`config.mk`:
```
export PLATFORM = sky130hd
export DESIGN_NAME = oeil_top
export DESIGN_NICKNAME = d
export VERILOG_FILES = /design/src/shared/oeil_pkg.sv /design/src/rtl/oeil_top.sv /design/src/rtl/oeil_sync.sv /design/src/rtl/oeil_setclr_reg.sv
export VERILOG_INCLUDE_DIRS = /design/src /design/src/shared
export SDC_FILE = /design/constraint.sdc
export NUM_CORES = 1
export LEC_CHECK = 0
export ABC_CLOCK_PERIOD_IN_PS = 3680
export BUFFER_PORTS_ARGS = -buffer_cell sky130_fd_sc_hd__buf_4
export CAP_MARGIN = 25
export CORE_MARGIN = 4
export CORE_UTILIZATION = 53
export CTS_CLUSTER_DIAMETER = 200
export DETAILED_ROUTE_END_ITERATION = 10
export GPL_ROUTABILITY_DRIVEN = 0
export PLACE_DENSITY = 0.83
export RECOVER_POWER = 50
export SYNTH_ARGS = -nofsm -noshare
export SYNTH_HDL_FRONTEND = slang
export SYNTH_SLANG_ARGS = --single-unit
```
`constraint.sdc`:
```
create_clock -name core_clk -period 3.68 [get_ports core_clk]
set_input_delay 0.552 -clock core_clk [delete_from_list [all_inputs] [get_ports core_clk]]
set_output_delay 0.552 -clock core_clk [all_outputs]
set_load 0.1 [all_outputs]
```
`src/shared/oeil_params.svh`:
```
`ifndef OEIL_PARAMS_SVH
`define OEIL_PARAMS_SVH

// Register port widths.
`define OEIL_DW 16
`define OEIL_AW 16

// Register addresses.
`define OEIL_ADDR_STATUS    16'h0378
`define OEIL_ADDR_LATCH_SET 16'h037C
`define OEIL_ADDR_LATCH_CLR 16'h037E
`define OEIL_ADDR_FALL_SET  16'h0380
`define OEIL_ADDR_FALL_CLR  16'h0382
`define OEIL_ADDR_RISE_SET  16'h0384
`define OEIL_ADDR_RISE_CLR  16'h0386

// Bit positions shared by status, latch and both enables.
`define OEIL_BIT_TIMER    9
`define OEIL_BIT_SE0      8
`define OEIL_BIT_SESS_END 7
`define OEIL_BIT_BDIS     6
`define OEIL_BIT_RESUME   5
`define OEIL_BIT_RMT      4
`define OEIL_BIT_CABLE    3
`define OEIL_BIT_DP_PULSE 2
`define OEIL_BIT_SESS_VLD 1
`define OEIL_BIT_VBUS     0

// Field masks and reset values.
`define OEIL_ZERO            16'h0000
`define OEIL_STATUS_MASK     16'h019F
`define OEIL_LIVE_RESET_MASK 16'h008B
`define OEIL_LATCH_MASK      16'h03FF
`define OEIL_FALL_MASK       16'h019B
`define OEIL_RISE_MASK       16'h03FF
`define OEIL_EVENT_MASK      16'h0260

// Number of monitor lines that pass the synchroniser.
`define OEIL_NUM_LINES 7

// Monitor line positions in the synchroniser word.
`define OEIL_LINE_SE0      6
`define OEIL_LINE_SESS_END 5
`define OEIL_LINE_CONNECT  4
`define OEIL_LINE_CABLE    3
`define OEIL_LINE_DP_PULSE 2
`define OEIL_LINE_SESS_VLD 1
`define OEIL_LINE_VBUS     0

`endif

```
`src/shared/oeil_pkg.sv`:
```
`include "oeil_params.svh"

package oeil_pkg;

  typedef logic [`OEIL_DW-1:0] oeil_word_t;

  typedef enum logic [2:0] {
    oeil_sel_none,
    oeil_sel_status,
    oeil_sel_latch,
    oeil_sel_fall,
    oeil_sel_rise
  } oeil_sel_e;

endpackage : oeil_pkg

```
`src/rtl/oeil_top.sv`:
```
// How it works
// Status read returns the live monitored conditions, never a latched copy.
// Status bits 8,7,4,2,1 carry SE0-idle, session end, connect, pulse, valid.
// Status bit 3 shows the synchronised cable type pin.
// Status bit 0 shows bus power valid; bit 7 shows session end.
// After reset bits 7,3,1,0 follow their lines; others read zero.
// A latch bit sets on an edge armed by an enable register or on a one written to the set address.
// Latch has set and clear addresses, sixteen bits, resets to zero.
// Latch bits 9,6,5 record timer expiry, disconnect-connect, resume.
// Latch bits 3 and 0 record cable pin and power valid changes.
// Latch bit 10 is read-only; reserved bits are written as zero.
// Falling enable register arms latching on high-to-low transitions.
// Falling bit 8 latches when a long SE0 ends.
// Falling bit 7 latches when session end goes away.
// Falling bit 4 latches when remote connect goes away.
// Falling bit 3 latches on cable type pin falling.
// Falling bit 1 latches when session valid is lost.
// Falling bit 0 latches when bus power valid falls.
// Falling bits 15-9, 6-5 and 2 are reserved and never arm.
// Rising enable register arms latching on low-to-high transitions.
// Ones written set or clear; zeros hold; both addresses read.
// Interrupt request stays high while any latch bit is set.
`timescale 1ns/10ps
`include "oeil_params.svh"

module oeil_top (
  // Clock and reset.
  input  wire logic                  core_clk,
  input  wire logic                  reset,
  // Register port.
  input  wire logic [`OEIL_AW-1:0]   reg_addr,
  input  wire logic                  reg_wr_en,
  input  wire logic                  reg_rd_en,
  input  wire oeil_pkg::oeil_word_t  reg_wdata,
  output oeil_pkg::oeil_word_t       reg_rdata_ff,
  output logic                       reg_rdata_valid_ff,
  output logic                       reg_access_err_ff,
  // Line and session monitors, asynchronous.
  input  wire logic                  long_single_ended_zero_idle,
  input  wire logic                  session_end_low_bus_voltage,
  input  wire logic                  remote_connect_detect,
  input  wire logic                  cable_type_pin,
  input  wire logic                  dplus_pulse_session_request,
  input  wire logic                  session_valid,
  input  wire logic                  bus_power_valid,
  // Controller events, on core_clk.
  input  wire logic                  role_timer_expired,
  input  wire logic                  b_disconnect_a_connect_event,
  input  wire logic                  j_to_k_resume_event,
  // Interrupt and state view.
  output logic                       otg_irq_ff,
  output oeil_pkg::oeil_word_t       otg_live_condition_status_ff,
  output oeil_pkg::oeil_word_t       otg_latch_ff
);

  // Synchronised monitor lines.
  logic [`OEIL_NUM_LINES-1:0] line_raw;
  logic [`OEIL_NUM_LINES-1:0] line_sync_ff;

  // Synchronised lines by name.
  logic se0_idle_sync;
  logic sess_end_sync;
  logic connect_sync;
  logic cable_sync;
  logic dplus_pulse_sync;
  logic sess_valid_sync;
  logic power_valid_sync;

  // Source levels and edges.
  oeil_pkg::oeil_word_t live_word;
  oeil_pkg::oeil_word_t event_word;
  oeil_pkg::oeil_word_t event_ff;
  oeil_pkg::oeil_word_t src_word;
  oeil_pkg::oeil_word_t src_prev_ff;
  oeil_pkg::oeil_word_t nxt_status;
  oeil_pkg::oeil_word_t rise_edge;
  oeil_pkg::oeil_word_t fall_edge;
  oeil_pkg::oeil_word_t latch_hw_set;

  // Stored registers.
  oeil_pkg::oeil_word_t latch_q;
  oeil_pkg::oeil_word_t fall_en_q;
  oeil_pkg::oeil_word_t rise_en_q;

  // Address decode.
  logic hit_status;
  logic hit_latch_set;
  logic hit_latch_clr;
  logic hit_fall_set;
  logic hit_fall_clr;
  logic hit_rise_set;
  logic hit_rise_clr;
  logic hit_any;
  oeil_pkg::oeil_sel_e rd_sel;

  // Software set and clear masks.
  oeil_pkg::oeil_word_t latch_sw_set;
  oeil_pkg::oeil_word_t latch_sw_clr;
  oeil_pkg::oeil_word_t fall_sw_set;
  oeil_pkg::oeil_word_t fall_sw_clr;
  oeil_pkg::oeil_word_t rise_sw_set;
  oeil_pkg::oeil_word_t rise_sw_clr;

  // Access checks and read data.
  logic                 wr_latch;
  logic                 wr_fall;
  logic                 wr_rise;
  logic                 err_unmapped;
  logic                 err_ro_write;
  logic                 err_reserved;
  logic                 err_rsv_latch;
  logic                 err_rsv_fall;
  logic                 err_rsv_rise;
  logic                 nxt_irq;
  logic                 nxt_err;
  oeil_pkg::oeil_word_t rd_word;

  // Monitor lines come from analog comparators and a pin.
  assign line_raw = {
    long_single_ended_zero_idle,
    session_end_low_bus_voltage,
    remote_connect_detect,
    cable_type_pin,
    dplus_pulse_session_request,
    session_valid,
    bus_power_valid
  };

  oeil_sync #(
    .WIDTH (`OEIL_NUM_LINES)
  ) u_line_sync (
    .core_clk (core_clk),
    .async_in (line_raw),
    .sync_ff  (line_sync_ff)
  );

  // Name each synchronised line.
  assign se0_idle_sync    = line_sync_ff[`OEIL_LINE_SE0];
  assign sess_end_sync    = line_sync_ff[`OEIL_LINE_SESS_END];
  assign connect_sync     = line_sync_ff[`OEIL_LINE_CONNECT];
  assign cable_sync       = line_sync_ff[`OEIL_LINE_CABLE];
  assign dplus_pulse_sync = line_sync_ff[`OEIL_LINE_DP_PULSE];
  assign sess_valid_sync  = line_sync_ff[`OEIL_LINE_SESS_VLD];
  assign power_valid_sync = line_sync_ff[`OEIL_LINE_VBUS];

  // Live condition word in status bit positions.
  always_comb begin
    live_word = `OEIL_ZERO;
    live_word[`OEIL_BIT_SE0]      = se0_idle_sync;
    live_word[`OEIL_BIT_SESS_END] = sess_end_sync;
    live_word[`OEIL_BIT_RMT]      = connect_sync;
    live_word[`OEIL_BIT_CABLE]    = cable_sync;
    live_word[`OEIL_BIT_DP_PULSE] = dplus_pulse_sync;
    live_word[`OEIL_BIT_SESS_VLD] = sess_valid_sync;
    live_word[`OEIL_BIT_VBUS]     = power_valid_sync;
  end

  // Controller events in latch bit positions.
  always_comb begin
    event_word = `OEIL_ZERO;
    event_word[`OEIL_BIT_TIMER]  = role_timer_expired;
    event_word[`OEIL_BIT_BDIS]   = b_disconnect_a_connect_event;
    event_word[`OEIL_BIT_RESUME] = j_to_k_resume_event;
  end

  // Status tracks the lines every cycle; reserved bits stay zero.
  assign nxt_status = live_word & `OEIL_STATUS_MASK;

  always_ff @(posedge core_clk) begin
    if (reset) begin
      otg_live_condition_status_ff <= nxt_status & `OEIL_LIVE_RESET_MASK;
    end else begin
      otg_live_condition_status_ff <= nxt_status;
    end
  end

  always_ff @(posedge core_clk) begin
    if (reset) begin
      event_ff <= `OEIL_ZERO;
    end else begin
      event_ff <= event_word & `OEIL_EVENT_MASK;
    end
  end

  // All sources side by side, one bit per latch position.
  assign src_word = otg_live_condition_status_ff | event_ff;

  // The previous value is loaded under reset; release can still show rises on status bits 8, 4 and 2.
  always_ff @(posedge core_clk) begin
    if (reset) begin
      src_prev_ff <= src_word;
    end else begin
      src_prev_ff <= src_word;
    end
  end

  assign rise_edge = src_word & ~src_prev_ff;
  assign fall_edge = ~src_word & src_prev_ff;

  // Only armed edges reach the latch.
  assign latch_hw_set = ((rise_edge & rise_en_q)
                       | (fall_edge & fall_en_q))
                       & `OEIL_LATCH_MASK;

  // Address decode.
  assign hit_status    = (reg_addr == `OEIL_ADDR_STATUS);
  assign hit_latch_set = (reg_addr == `OEIL_ADDR_LATCH_SET);
  assign hit_latch_clr = (reg_addr == `OEIL_ADDR_LATCH_CLR);
  assign hit_fall_set  = (reg_addr == `OEIL_ADDR_FALL_SET);
  assign hit_fall_clr  = (reg_addr == `OEIL_ADDR_FALL_CLR);
  assign hit_rise_set  = (reg_addr == `OEIL_ADDR_RISE_SET);
  assign hit_rise_clr  = (reg_addr == `OEIL_ADDR_RISE_CLR);

  assign hit_any = hit_status
                 | hit_latch_set | hit_latch_clr
                 | hit_fall_set  | hit_fall_clr
                 | hit_rise_set  | hit_rise_clr;

  // Either address of a pair reads the same register.
  assign rd_sel = hit_status                    ? oeil_pkg::oeil_sel_status :
                  (hit_latch_set | hit_latch_clr) ? oeil_pkg::oeil_sel_latch :
                  (hit_fall_set  | hit_fall_clr)  ? oeil_pkg::oeil_sel_fall :
                  (hit_rise_set  | hit_rise_clr)  ? oeil_pkg::oeil_sel_rise :
                  oeil_pkg::oeil_sel_none;

  // Write strobes turned into set and clear masks.
  assign latch_sw_set = (reg_wr_en & hit_latch_set) ? reg_wdata
                                                    : `OEIL_ZERO;
  assign latch_sw_clr = (reg_wr_en & hit_latch_clr) ? reg_wdata
                                                    : `OEIL_ZERO;
  assign fall_sw_set  = (reg_wr_en & hit_fall_set)  ? reg_wdata
                                                    : `OEIL_ZERO;
  assign fall_sw_clr  = (reg_wr_en & hit_fall_clr)  ? reg_wdata
                                                    : `OEIL_ZERO;
  assign rise_sw_set  = (reg_wr_en & hit_rise_set)  ? reg_wdata
                                                    : `OEIL_ZERO;
  assign rise_sw_clr  = (reg_wr_en & hit_rise_clr)  ? reg_wdata
                                                    : `OEIL_ZERO;

  // Latch: bit 10 and bits above 9 are never stored.
  oeil_setclr_reg #(
    .IMPL_MASK (`OEIL_LATCH_MASK)
  ) u_latch (
    .core_clk (core_clk),
    .reset    (reset),
    .sw_set   (latch_sw_set),
    .sw_clr   (latch_sw_clr),
    .hw_set   (latch_hw_set),
    .q_ff     (latch_q)
  );

  // Falling enable: only bits 8, 7, 4, 3, 1 and 0 can arm.
  oeil_setclr_reg #(
    .IMPL_MASK (`OEIL_FALL_MASK)
  ) u_fall_en (
    .core_clk (core_clk),
    .reset    (reset),
    .sw_set   (fall_sw_set),
    .sw_clr   (fall_sw_clr),
    .hw_set   (`OEIL_ZERO),
    .q_ff     (fall_en_q)
  );

  // Rising enable: every implemented latch bit can arm.
  oeil_setclr_reg #(
    .IMPL_MASK (`OEIL_RISE_MASK)
  ) u_rise_en (
    .core_clk (core_clk),
    .reset    (reset),
    .sw_set   (rise_sw_set),
    .sw_clr   (rise_sw_clr),
    .hw_set   (`OEIL_ZERO),
    .q_ff     (rise_en_q)
  );

  assign otg_latch_ff = latch_q;

  // Read multiplexer.
  always_comb begin
    rd_word = `OEIL_ZERO;
    case (rd_sel)
      oeil_pkg::oeil_sel_status: begin
        rd_word = otg_live_condition_status_ff;
      end
      oeil_pkg::oeil_sel_latch: begin
        rd_word = latch_q;
      end
      oeil_pkg::oeil_sel_fall: begin
        rd_word = fall_en_q;
      end
      oeil_pkg::oeil_sel_rise: begin
        rd_word = rise_en_q;
      end
      default: begin
        rd_word = `OEIL_ZERO;
      end
    endcase
  end

  // Access checks: unmapped address, write to status, reserved ones.
  assign wr_latch = reg_wr_en & (hit_latch_set | hit_latch_clr);
  assign wr_fall  = reg_wr_en & (hit_fall_set  | hit_fall_clr);
  assign wr_rise  = reg_wr_en & (hit_rise_set  | hit_rise_clr);

  assign err_unmapped = (reg_wr_en | reg_rd_en) & ~hit_any;
  assign err_ro_write = reg_wr_en & hit_status;
  assign err_rsv_latch = wr_latch & (|(reg_wdata & ~`OEIL_LATCH_MASK));
  assign err_rsv_fall  = wr_fall  & (|(reg_wdata & ~`OEIL_FALL_MASK));
  assign err_rsv_rise  = wr_rise  & (|(reg_wdata & ~`OEIL_RISE_MASK));
  assign err_reserved  = err_rsv_latch | err_rsv_fall | err_rsv_rise;

  assign nxt_err = err_unmapped | err_ro_write | err_reserved;

  // Read data stands until the next read.
  always_ff @(posedge core_clk) begin
    if (reset) begin
      reg_rdata_ff <= `OEIL_ZERO;
    end else if (reg_rd_en) begin
      reg_rdata_ff <= rd_word;
    end
  end

  always_ff @(posedge core_clk) begin
    if (reset) begin
      reg_rdata_valid_ff <= 1'b0;
      reg_access_err_ff  <= 1'b0;
    end else begin
      reg_rdata_valid_ff <= reg_rd_en;
      reg_access_err_ff  <= nxt_err;
    end
  end

  // Any stored latch bit asks for service.
  assign nxt_irq = |(latch_q & `OEIL_LATCH_MASK);

  // Request follows the stored latch one cycle later.
  always_ff @(posedge core_clk) begin
    if (reset) begin
      otg_irq_ff <= 1'b0;
    end else begin
      otg_irq_ff <= nxt_irq;
    end
  end

endmodule : oeil_top

```
`src/rtl/oeil_sync.sv`:
```
`timescale 1ns/10ps

module oeil_sync #(
  parameter int WIDTH = 1
) (
  // Clock.
  input  wire logic             core_clk,
  // Asynchronous lines and their synchronised copy.
  input  wire logic [WIDTH-1:0] async_in,
  output logic      [WIDTH-1:0] sync_ff
);

  logic [WIDTH-1:0] meta_ff;

  // Two stages; only the second stage reads the first.
  always_ff @(posedge core_clk) begin
    meta_ff <= async_in;
    sync_ff <= meta_ff;
  end

endmodule : oeil_sync

```
`src/rtl/oeil_setclr_reg.sv`:
```
`timescale 1ns/10ps
`include "oeil_params.svh"

module oeil_setclr_reg #(
  parameter logic [`OEIL_DW-1:0] IMPL_MASK = 16'hFFFF
) (
  // Clock and reset.
  input  wire logic               core_clk,
  input  wire logic               reset,
  // Software set and clear masks, hardware set requests.
  input  wire oeil_pkg::oeil_word_t sw_set,
  input  wire oeil_pkg::oeil_word_t sw_clr,
  input  wire oeil_pkg::oeil_word_t hw_set,
  // Stored value.
  output oeil_pkg::oeil_word_t    q_ff
);

  oeil_pkg::oeil_word_t nxt_q;

  // Ones set or clear, zeros hold; a hardware set wins over a clear.
  assign nxt_q = (((q_ff | sw_set) & ~sw_clr) | hw_set) & IMPL_MASK;

  always_ff @(posedge core_clk) begin
    if (reset) begin
      q_ff <= `OEIL_ZERO;
    end else begin
      q_ff <= nxt_q;
    end
  end

endmodule : oeil_setclr_reg

```
# ---- Yosys cells after proc, flatten, opt, wreduce, memory -nomap -nowiden
# Cells that the tools add are included.
# Widths: inputs -> output; s select.
dict set report word_totals {
  register_bits 81
  latch_bits 0
  mem_bits_rw 0
  rom_bits 0
  inputBits 46
  output_inout_bits 51
  word_cells 85
  mem_count 0
}
dict set report op_classes {
  addsub 0
  n_mul 0
  n_div 0
  order_cmp 0
  eq_ne 11
  shift 0
  muxes 11
  bitwise_logic 47
  reduce_logical 3
}
# op count
set op_table {}
lappend op_table {{$eq 16x10->1 const B} 7}
lappend op_table {{$and 10x10->10} 5}
lappend op_table {{$mux 10} 4}
lappend op_table {{$not 10->10} 4}
lappend op_table {{$or 10x10->10} 4}
lappend op_table {{$pmux 10 s4} 1}
lappend op_table {{$reduce_or 10->1} 2}
lappend op_table {{$mux 9} 2}
lappend op_table {{$and 1x1->1} 14}
lappend op_table {{$or 1x1->1} 14}
lappend op_table {{$mux 3} 4}
lappend op_table {{$and 10x9->10} 1}
lappend op_table {{$or 9x10->10} 1}
lappend op_table {{$and 9x9->9} 1}
lappend op_table {{$not 9->9} 1}
lappend op_table {{$or 9x9->9} 1}
lappend op_table {{$eq 3x2->1 const B} 2}
lappend op_table {{$reduce_or 6->1} 1}
lappend op_table {{$eq 3x1->1 const B} 1}
lappend op_table {{$eq 3x3->1 const B} 1}
lappend op_table {{$not 1->1} 1}

# ---- Logic depth before layout (Yosys ltp)
# Gate-level depths: netlist of run 1.
dict set report logic_depth {
  depth_word 11
  ltp_mapped 7
  mapped_depth_nobuf 5
}

# ---- Cells and area by module
# Synthesis of run 1 repeated with hierarchy kept, for this count alone.
dict set report hier_totals {
  hier_cells 469
  area_unflattened_um2 3960.0
}
# module n_inst cells_per_inst area_per_inst_um2 seq_area_each_um2
set by_module_without_submodules {}
lappend by_module_without_submodules {oeil_top 1 324 2549.9 780.7}
lappend by_module_without_submodules {{oeil_setclr_reg (u_latch ...)} 2 48 416.6 200.2}
lappend by_module_without_submodules {{oeil_setclr_reg (u_fall_en)} 1 35 296.5 120.1}
lappend by_module_without_submodules {oeil_sync 1 14 280.3 280.3}

# ---- Worst setup path before layout of run 1
# No wires, ideal clock.
dict set report synth_timing {
  path_kind {in2reg}
  from {input reg_addr[3]}
  to {register u_rise_en.q_ff[0]}
  setup_ps 86
  arrival_ps 1868
  required_ps 3594
  slack_ps 1726
  stages 5
  cell_sequence {or4b_4 nor2_2 nor4b_4 a21oi_1 a211oi_1}
}
dict set report synth_via {
  elab_chain_cells 5
}
# element line
set synth_lines {}
lappend synth_lines {{start, declared} oeil_top.sv:31} ;# input wire logic [`OEIL_AW-1:0] reg_addr,
lappend synth_lines {{$eq 16x10->1 (no source line)} -}
lappend synth_lines {{$and 1x1->1, on equally long branches} {oeil_top.sv:235, oeil_top.sv:237}}
lappend synth_lines {{$mux 10 (no source line)} -}
lappend synth_lines {{$or 10x10->10 / $not 10->10 (equally long branches)} oeil_setclr_reg.sv:21} ;# assign nxt_q = (((q_ff | sw_set) & ~sw_clr) | hw_set) & IMPL_MASK;
lappend synth_lines {{$and 10x10->10 *} oeil_setclr_reg.sv:21}
lappend synth_lines {{end signal, assigned} oeil_setclr_reg.sv:25} ;# q_ff <= `OEIL_ZERO;
lappend synth_lines {{end signal, assigned} oeil_setclr_reg.sv:27} ;# q_ff <= nxt_q;
lappend synth_lines {{end, declared} oeil_setclr_reg.sv:15} ;# output oeil_pkg::oeil_word_t q_ff
# Mark *: on every way between the ends. The rest lies on a longest branch, timed or not.
# A chain may end at the register's enable or synchronous reset.

# ---- Worst setup path after layout of run 1
dict set report layout_timing {
  from {input reg_addr[2]}
  to {register u_rise_en.q_ff[3]}
}
# Same word-level chain as after synthesis.

==> reports/metrics.yaml, run 1 <==
grt-busiest-layer: "met2"
via_per_inst: 5.74
antenna_found_initial: 0
die_y_microns: 81.1
cts_hold_repair.buffers: 0
drc: 0
firstDrtPassIters: 4
cellPowerDensity_mw_per_mm2: 474
finalHoldViolations: 0
synth_area_per_cell_sq_um: 9.86
grt_max_degree: 38
rsz0062_at_grt: "no"
synth_compound_area_frac: 0.197
fin_crit_sh: 0.662
syn_inst: 287
p_seq_frac: 0.494
power_switching_share: 0.286
met3_usage: 0.0532
crit_path_max_fanout: 13
max_freq_ghz: 0.410
synth_mux_area_frac: 0.00398
die_w_microns: 81.1
ys_seq_area_frac: 0.517
antenna_cells: 0
critPathLaunchType: "input port"
cp.required_ps: 3920
synth_cell_types: 43
initial_core_util: 0.550
p_int_mw: 1.19
wirelength_mm: 7.26
clk_pin_slew_ps: 70
fin_crit_ps: 2440
worstMarginPinSlew_ps: 1710
synth_top_family_by_area: "simple AND/OR/NAND/NOR gates"
vdd_drop_max_mv: 0.303
detail_route.wl_per_cell_microns: 16.6
final-setup-viol-count: 0
ant_nets: 0
dieArea_sq_mm: 0.00657
areaGrowthSynthToFinish_pct: 23.8
hp-class: "input port to flop"
finalSetupTns_ps: 0
p_leak_nw: 1.35
rows: 26
drv_slew: 38
timing.hold.ws_ps: 319
drt-initial-drc-count: 278
grt_pass1_wl_mm: 11.5
numClockSinks: 73
synth-xor-area-share: 0
grtUsageTotal: 0.232
final_nets: 408
grt_use_met2: 0.365
core_region_area_sq_mm: 0.00514
synth-simple-area-share: 0.198
syn_area_sq_mm: 0.00283
cts_inserted_buffers: 9
clk-insertion-delay-late_ps: 350
cap_violations: 1
ys_ff_latch: 73
clockBufferDepth: 2
outcome: "complete, but fails checks"
grt_pass1_vias: 2404
cts_resized: 0
pwr-share-clk: 0.372
switchingPower_mw: 0.476
violations: "capacitance limit, slew limit"
port_buffers: 75
slew_headroom: -0.139
endpoint_kind: "flop"
cts_tree: "yes"
overflow: 0
post_cts_buffers: 0
crit_arrival_ps: 2670
ios: 97
drive_above_1_share: 0.234
root_buffer: "clkbuf_8"
dpl.hpwl_mm: 5.10
met1_usage: 0.294
finalPower_mw: 1.66
synth_adder_area_share: 0
skew_ps: 7.83
yosysWarnings: 0
combPwrFrac: 0.134
criticalPathCategory: "input port to flop"
h-tree-depth: 3
dr_total_vias: 2510
==> sequential cells by signal (all words and copies together) (netlist names) <==
signal                        flops
reg_rdata_ff                     10
src_prev_ff                      10
u_latch.q_ff                     10
u_rise_en.q_ff                   10
otg_live_condition_status_ff      7
u_line_sync.meta_ff               7
u_line_sync.sync_ff               7
u_fall_en.q_ff                    6
event_ff                          3
otg_irq_ff                        1
reg_access_err_ff                 1
reg_rdata_valid_ff                1
==> cells in the final DEF (no fill, tap or decap), types with 2 or more instances in the layout <==
cell type	synthesis	final
nand3b_1	4	4
clkinv_2	0	2
nand4_1	10	10
a221o_1	6	6
a21oi_1	17	17
conb_1	1	21
dfxtp_1	73	73
clkbuf_4	0	7
nor3b_1	3	3
a22oi_1	6	6
nor2_1	15	15
inv_1	8	8
nand2_1	16	16
nor4_1	5	5
a31oi_1	17	17
nor3_1	3	3
clkinvlp_4	0	2
nor2b_1	8	8
clkbuf_8	0	10
nand3_1	11	11
a22o_1	13	13
a211oi_1	16	16
buf_4	21	54
clkbuf_1	10	17
nor4b_4	2	2
==> final cells by class <==
class,count,area (sq um)
well taps,70,87.6
repair buffers,77,518
clock inverters,5,55.1
clock buffers,11,141
fillers,438,1640
flip-flops and latches,73,1460
inverters,8,30.0
multi-input cells,193,1210
==> per-layer routing <==
layer  up-vias  wire, microns
met5         -              0
met1      1165           2890
met4         0            177
met2       146           3390
met3        21            803
li1       1178              -
==> power by group through the flow <==
stage | registers (mW) | clock network (mW) | logic [mW]
CTS | 0.821 | 0.628 | 0.223
detailed placement | 0.839 | 0 | 0.223
floorplan | 0.875 | 0 | 0.139
global route | 0.823 | 0.667 | 0.232
global placement | 0.838 | 0 | 0.221
finish | 0.821 | 0.618 | 0.223
==> kinds of logic (layout without fill, tap and decap cells) <==
kind of cell           after synthesis  in the layout
AND/OR/NAND/NOR                     92             92
flip-flops                          73             73
buffers and inverters               41            101
multiplexers                         1              1
other                                1             21
AO/OA/AOI/OAI                       79             79
==> worst paths after layout <==
kind	to	depth (start not counted)	startpoint	slack, ps
worst min-delay path	u_line_sync.meta_ff[3]	1	cable_type_pin	320
worst max register to register	reg_rdata_ff[8]	3	u_rise_en.q_ff[8]	2390
worst max-delay path	u_rise_en.q_ff[3]	6	reg_addr[2]	1240
worst min register to register	otg_live_condition_status_ff[1]	0	u_line_sync.sync_ff[1]	330
==> stage by stage <==
stage	utilization	instance area (sq um)	instances	setup slack, ps
after floorplan	-	2900	307	1730
after CTS	0.693	3560	437	1340
after global placement	0.655	3370	421	1080
after global routing	0.681	3500	437	1070
final	0.681	3500	437	1240
after detailed placement	0.655	3370	421	971
==> synth_stat cells (all sizes together) <==
library cell / number / area share
or4: 2 / 0.0066
and4: 1 / 0.0031
nor3b: 4 / 0.012
nor3: 4 / 0.0088
nor4b: 2 / 0.017
and2: 1 / 0.0022
nand2: 16 / 0.021
nand3: 11 / 0.019
conb: 1 / 0.0013
dfxtp: 73 / 0.52
nor2: 17 / 0.026
nand4b: 1 / 0.0031
nand2b: 1 / 0.0022
nand4: 10 / 0.022
a22oi: 6 / 0.016
a211o: 1 / 0.0031
o21ai: 2 / 0.0035
and3b: 1 / 0.0031
nand3b: 4 / 0.011
clkbuf: 10 / 0.013
or3: 1 / 0.0022
buf: 23 / 0.059
a21oi: 17 / 0.030
mux2: 1 / 0.0040
a22o: 13 / 0.040
a221o: 6 / 0.021
and3: 1 / 0.0022
a211oi: 16 / 0.042
or2: 1 / 0.0022
a31oi: 17 / 0.038
nor4: 5 / 0.011
inv: 8 / 0.011
nor2b: 8 / 0.018
a311oi: 1 / 0.0031
or4b: 1 / 0.0049
==> worst max-delay path: stages <==
cell      delay [ps]
buf_4            170
or4b_4           500
nor2_2           420
nor4b_4          620
a21oi_1          150
a211oi_1         250
Power figures use the tool's default switching activity.
==> run 2: changes to the inputs <==
- ABC_CLOCK_PERIOD_IN_PS: 3680 -> 2300
- CORE_UTILIZATION: 53 -> 49
- PLACE_DENSITY: 0.83 -> 0.77
- clock period: 3.68 -> 2.3 ns (I/O delays scaled with it)
==> run 2 against run 1 <==
The flow now finishes without violations. Register-to-register slack got worse by 1400 ps. Clock power rose by 78%. Sequential share of layout area fell by 0.86 points. Routed wire length rose by 2.9%. Critical endpoint is now otg_live_condition_status_ff[3].
==> reports/metrics.yaml, run 2 (synthesis gave the netlist of run 1 again) <==
worstPathCellList: "clkbuf_1"  # was buf_4 -> or4b_4 -> nor2_2 -> nor4b_4 -> a21oi_1 -> a211oi_1
ant_nets: 0  # unchanged
cp.required_ps: 1960  # was 3920 ps
criticalPathCategory: "flop to output pin"  # was input port to flop
cap_violations: 0  # was 1
detail_route.wl_per_cell_microns: 16.8  # was 16.6 microns
hp-class: "input port to flop"  # unchanged
cp_top_family: "buffers and inverters"  # was simple AND/OR/NAND/NOR gates
drive_above_1_share: 0.249  # was 0.234
cts_hold_repair.buffers: 0  # unchanged
h-tree-depth: 3  # unchanged
drt-initial-drc-count: 216  # was 278
layout_common_cells: "dfxtp_1, buf_4, conb_1"  # unchanged
root_buffer: "clkbuf_8"  # unchanged
final-setup-viol-count: 0  # unchanged
final_nets: 414  # was 408
fin_crit_ps: 1950
grt_pass1_vias: 2338  # was 2404
clk_pin_slew_ps: 80  # was 70 ps
cellPowerDensity_mw_per_mm2: 775  # was 474 mW/mm^2
drv_slew: 0  # was 38
crit_arrival_ps: 1610  # was 2670 ps
min_from: "session_end_low_bus_voltage"  # was cable_type_pin
clockBufferDepth: 2  # unchanged
cts_resized: 0  # unchanged
fin_crit_sh: 0.849
dr_total_vias: 2475  # was 2510
max_freq_ghz: 0.512
wirelength_mm: 7.46  # was 7.26 mm
cts_tree: "yes"  # unchanged
cp.buffers_inverters: 1  # unchanged
firstDrtPassIters: 4  # unchanged
skew_ps: 13.0  # was 7.83 ps
die_w_microns: 84.0  # was 81.1 microns
vdd_drop_max_mv: 0.693  # was 0.303 mV
post_cts_buffers: 0  # unchanged
drc: 0  # unchanged
clk-insertion-delay-late_ps: 350  # about the same
via_per_inst: 5.56  # was 5.74
grtUsageTotal: 0.214  # was 0.232
initial_core_util: 0.511  # was 0.550
grt_pass1_wl_mm: 11.8  # was 11.5 mm
finalSetupTns_ps: 0  # unchanged
ios: 97  # unchanged
p_leak_nw: 1.41  # was 1.35 nW
worstSetupStartpoint: "otg_live_condition_status_ff[3]"  # was reg_addr[2]
outcome: "completed"  # was complete, but fails checks
slew_headroom: 0.220  # was -0.139
dpl.hpwl_mm: 5.25  # was 5.10 mm
dieArea_sq_mm: 0.00705  # was 0.00657 sq mm
r2r-start: "u_fall_en.q_ff[8]"  # was u_rise_en.q_ff[8]
finalPower_mw: 2.77  # was 1.66 mW
numClockSinks: 73  # unchanged
port_buffers: 75  # unchanged
die_y_microns: 84.0  # was 81.1 microns
cp_slowest_cell: "clkbuf_1"  # was nor4b_4
final_common_cell: "dfxtp_1"  # unchanged
slowest_delay_ps: 880  # was 620 ps
crit_path_max_fanout: 4  # was 13
endpoint_kind: "output pin"  # was flop
critPathLaunchType: "flop"  # was input port
antenna_found_initial: 0  # unchanged
grt_max_degree: 38  # unchanged
cts_inserted_buffers: 9  # unchanged
antenna_cells: 0  # unchanged
rows: 27  # was 26
rsz0062_at_grt: "no"  # unchanged
worstMarginPinSlew_ps: 1180  # was 1710 ps
areaGrowthSynthToFinish_pct: 26.4  # was 23.8%
finalHoldViolations: 0  # unchanged
core_region_area_sq_mm: 0.00554  # was 0.00514 sq mm
overflow: 0  # unchanged
-- run 2: stage by stage --
step / area (sq um) / worst slack (ps) / hold slack, ps / utilization / instances
final: 3580 / 346 / 118 / 0.645 / 445
after global routing: 3580 / 306 / 103 / 0.645 / 445
after CTS: 3630 / 458 / 82.1 / 0.656 / 445
after detailed placement: 3410 / 125 / 312 / 0.616 / 429
after global placement: 3410 / 234 / 310 / 0.616 / 429
after floorplan: 2900 / 553 / 310 / - / 307
-- run 2: layout make-up --
type	count	area [sq um]
timing repair buffer	83	567
tap	72	90.1
clock buffer	10	128
multi-input combinational	193	1210
inverter	8	30.0
fill	485	1960
sequential	73	1460
clock inverter	6	91.3
-- run 2: final timing paths --
check / endpoint / slack, ps / depth (start not counted)
setup / recovery: otg_live_condition_status_ff[3] / 350 / 1
hold / removal: u_line_sync.meta_ff[5] / 120 / 1
setup reg to reg: reg_rdata_ff[8] / 980 / 3
hold reg to reg: u_line_sync.sync_ff[1] / 330 / 0
-- run 2: where the power goes --
part           internal (mW)  switching (mW)
sequential              1.30          0.0158
clock                  0.617           0.485
combinational         0.0735           0.284
-- run 2: metal layers --
metal / share of wire / vias to the layer above / track usage
met5: 0 / - / 0
met4: 0.032 / 0 / 0.124
met3: 0.082 / 24 / 0.0474
met2: 0.47 / 115 / 0.336
met1: 0.42 / 1144 / 0.269
li1: - / 1192 / -
-- run 2: worst reg2reg max path: stages (launching register included) --
cell     delay (ps)
dfxtp_1         340
mux2_2          270
a221o_1         370
a22o_1          230
==> run 3: changes to the inputs <==
- ABC_CLOCK_PERIOD_IN_PS: 2300 -> 1770
- CORE_UTILIZATION: 49 -> 45
- PLACE_DENSITY: 0.77 -> 0.75
- clock period: 2.3 -> 1.77 ns (I/O delays scaled with it)
==> run 3 against run 2 <==
Sequential power increased by 30%. Clock skew decreased by 4.5 ps. Die area increased by 8.0%. Non-clock buffer count increased by 18. Clock power increased by 36%. Routed wire length increased by 0.15%. Core utilization decreased by 2.2 points. Total power increased by 33%. Critical path type is now input port to flop.
==> reports/metrics.yaml, run 3 (synthesis gave the netlist of run 1 again) <==
drive_above_1_share: 0.320  # was 0.249
finish.instance_area_sq_mm: 0.00375  # was 0.00358 sq mm
hold_depth: 1  # unchanged
fin_crit_sh: 0.833
multi_input_area_sq_mm: 0.00121  # unchanged
wirelength_mm: 7.48  # was 7.46 mm
dr_total_vias: 2533  # was 2475
critPathLaunchType: "input port"  # was flop
antenna_cells: 0  # unchanged
hp-class: "input port to flop"  # unchanged
cts_resized: 0  # unchanged
fin_cells: 466  # was 445
crit_path_max_fanout: 6  # was 4
p_leak_nw: 1.55  # was 1.41 nW
drv_slew: 0  # unchanged
areaGrowthSynthToFinish_pct: 32.7  # was 26.4%
grt_pass1_wl_mm: 11.8  # about the same
dpl.hpwl_mm: 5.54  # was 5.25 mm
met3_usage: 0.0624  # was 0.0474
fin_crit_ps: 1470
core_region_area_sq_mm: 0.00603  # was 0.00554 sq mm
final_common_cell: "buf_4"  # was dfxtp_1
regArea_sq_mm: 0.00146  # unchanged
vdd_drop_max_mv: 0.807  # was 0.693 mV
criticalPathCategory: "input port to flop"  # was flop to output pin
r2r-start: "u_rise_en.q_ff[8]"  # was u_fall_en.q_ff[8]
clockBufferDepth: 2  # unchanged
drt-initial-drc-count: 183  # was 216
crit_top_cell: "buf_4"
cp_slowest_cell: "or4b_4"  # was clkbuf_1
overflow: 0  # unchanged
min_from: "session_end_low_bus_voltage"  # unchanged
slew_headroom: 0.500  # was 0.220
finalHoldViolations: 0  # unchanged
port_buffers: 75  # unchanged
dieArea_sq_mm: 0.00762  # was 0.00705 sq mm
worstPathCellList: "buf_4 -> or4b_4 -> nor2_2 -> nor4b_4 -> buf_4 -> a21oi_1 -> a211oi_1"  # was clkbuf_1
cp.required_ps: 2020  # was 1960 ps
numClockSinks: 73  # unchanged
r2r_cells: 3  # unchanged
layout_common_cells: "buf_4, dfxtp_1, conb_1"  # was dfxtp_1, buf_4, conb_1
grtUsageTotal: 0.200  # was 0.214
rows: 28  # was 27
skew_ps: 8.42  # was 13.0 ps
hold_end: "u_line_sync.meta_ff[5]"  # unchanged
antenna_found_initial: 0  # unchanged
fin_util: 0.623  # was 0.645
drc: 0  # unchanged
cellPowerDensity_mw_per_mm2: 983  # was 775 mW/mm^2
clk_pin_slew_ps: 80  # about the same
die_y_microns: 87.3  # was 84.0 microns
nFillCells: 518  # was 485
grt-busiest-layer: "met2"  # unchanged
ant_nets: 0  # unchanged
grt_max_degree: 24  # was 38
cap_violations: 0  # unchanged
clk-insertion-delay-late_ps: 340  # was 350 ps
endpoint_kind: "flop"  # was output pin
cts_inserted_buffers: 9  # unchanged
worstReg2RegEnd: "reg_rdata_ff[8]"  # unchanged
r2r_slack_ps: 510  # was 980 ps
finalPower_mw: 3.69  # was 2.77 mW
final-setup-viol-count: 0  # unchanged
placedInstanceArea_sq_mm: 0.00354  # was 0.00341 sq mm
final_nets: 432  # was 414
root_buffer: "clkbuf_8"  # unchanged
firstDrtPassIters: 5  # was 4
die_w_microns: 87.3  # was 84.0 microns
outcome: "completed"  # unchanged
via_per_inst: 5.44  # was 5.56
h-tree-depth: 3  # unchanged
met1_usage: 0.250  # was 0.269
cts_tree: "yes"  # unchanged
grt_use_met2: 0.319  # was 0.336
worstMarginPinSlew_ps: 750  # was 1180 ps
ios: 97  # unchanged
detail_route.wl_per_cell_microns: 16.0  # was 16.8 microns
crit_arrival_ps: 1730  # was 1610 ps
max_freq_ghz: 0.678
grt_pass1_vias: 2403  # was 2338
rsz0062_at_grt: "no"  # unchanged
dp.cells: 449  # was 429
initial_core_util: 0.469  # was 0.511
slowest_delay_ps: 550  # was 880 ps
run 3: cell type report:
cell class,count,share of cell area
tap,75,0.0250
inverter,8,0.00800
clock inverter,4,0.0197
timing repair buffer,101,0.192
sequential,73,0.389
clock buffer,12,0.0440
multi-input combinational,193,0.322
run 3: power by group:
| group | total (mW) | internal [mW] | switching (mW) |
|---|---|---|---|
| sequential | 1.70 | 1.69 | 0.0190 |
| combinational | 0.486 | 0.112 | 0.373 |
| clock | 1.50 | 0.909 | 0.593 |
run 3: through the flow:
stage	hold slack, ps	TNS, ps	setup slack [ps]
6_report	40.0	0	296
2_1_floorplan	293	0	103
4_1_cts	2.30	0	320
3_3_place_gp	310	0	1.08
5_1_grt	23.7	0	199
3_5_place_dp	314	-313	-38.8
run 3: worst max path at each step:
stage	start	endpoint	slack, ps	depth (start not counted)
2_1_floorplan	reg_addr[3]	u_rise_en.q_ff[0]	100	5
3_3_place_gp	reg_addr[3]	u_rise_en.q_ff[5]	1	7
3_5_place_dp	reg_addr[2]	u_fall_en.q_ff[3]	-40	7
4_1_cts	reg_addr[3]	u_rise_en.q_ff[5]	320	7
5_1_grt	reg_addr[3]	u_rise_en.q_ff[4]	200	7
6_report	reg_addr[3]	u_rise_en.q_ff[5]	300	7
run 3: repair_timing:
| item | CTS | global route |
|---|---|---|
| setup buffers | 0 | 0 |
| hold buffers | 0 | 1 |
| hold endpoints to repair | 0 | 1 |
run 3: worst max-delay path, delay by kind of cell:
kind / cells / cell delay [ps]
simple gates: 3 / 880
buf+inv: 2 / 310
compound gates: 2 / 270
run 3: routing by layer:
metal / vias to the layer above / share of wire
met3: 15 / 0.088
met4: 0 / 0.021
met1: 1167 / 0.42
met5: - / 0
li1: 1224 / -
met2: 127 / 0.47
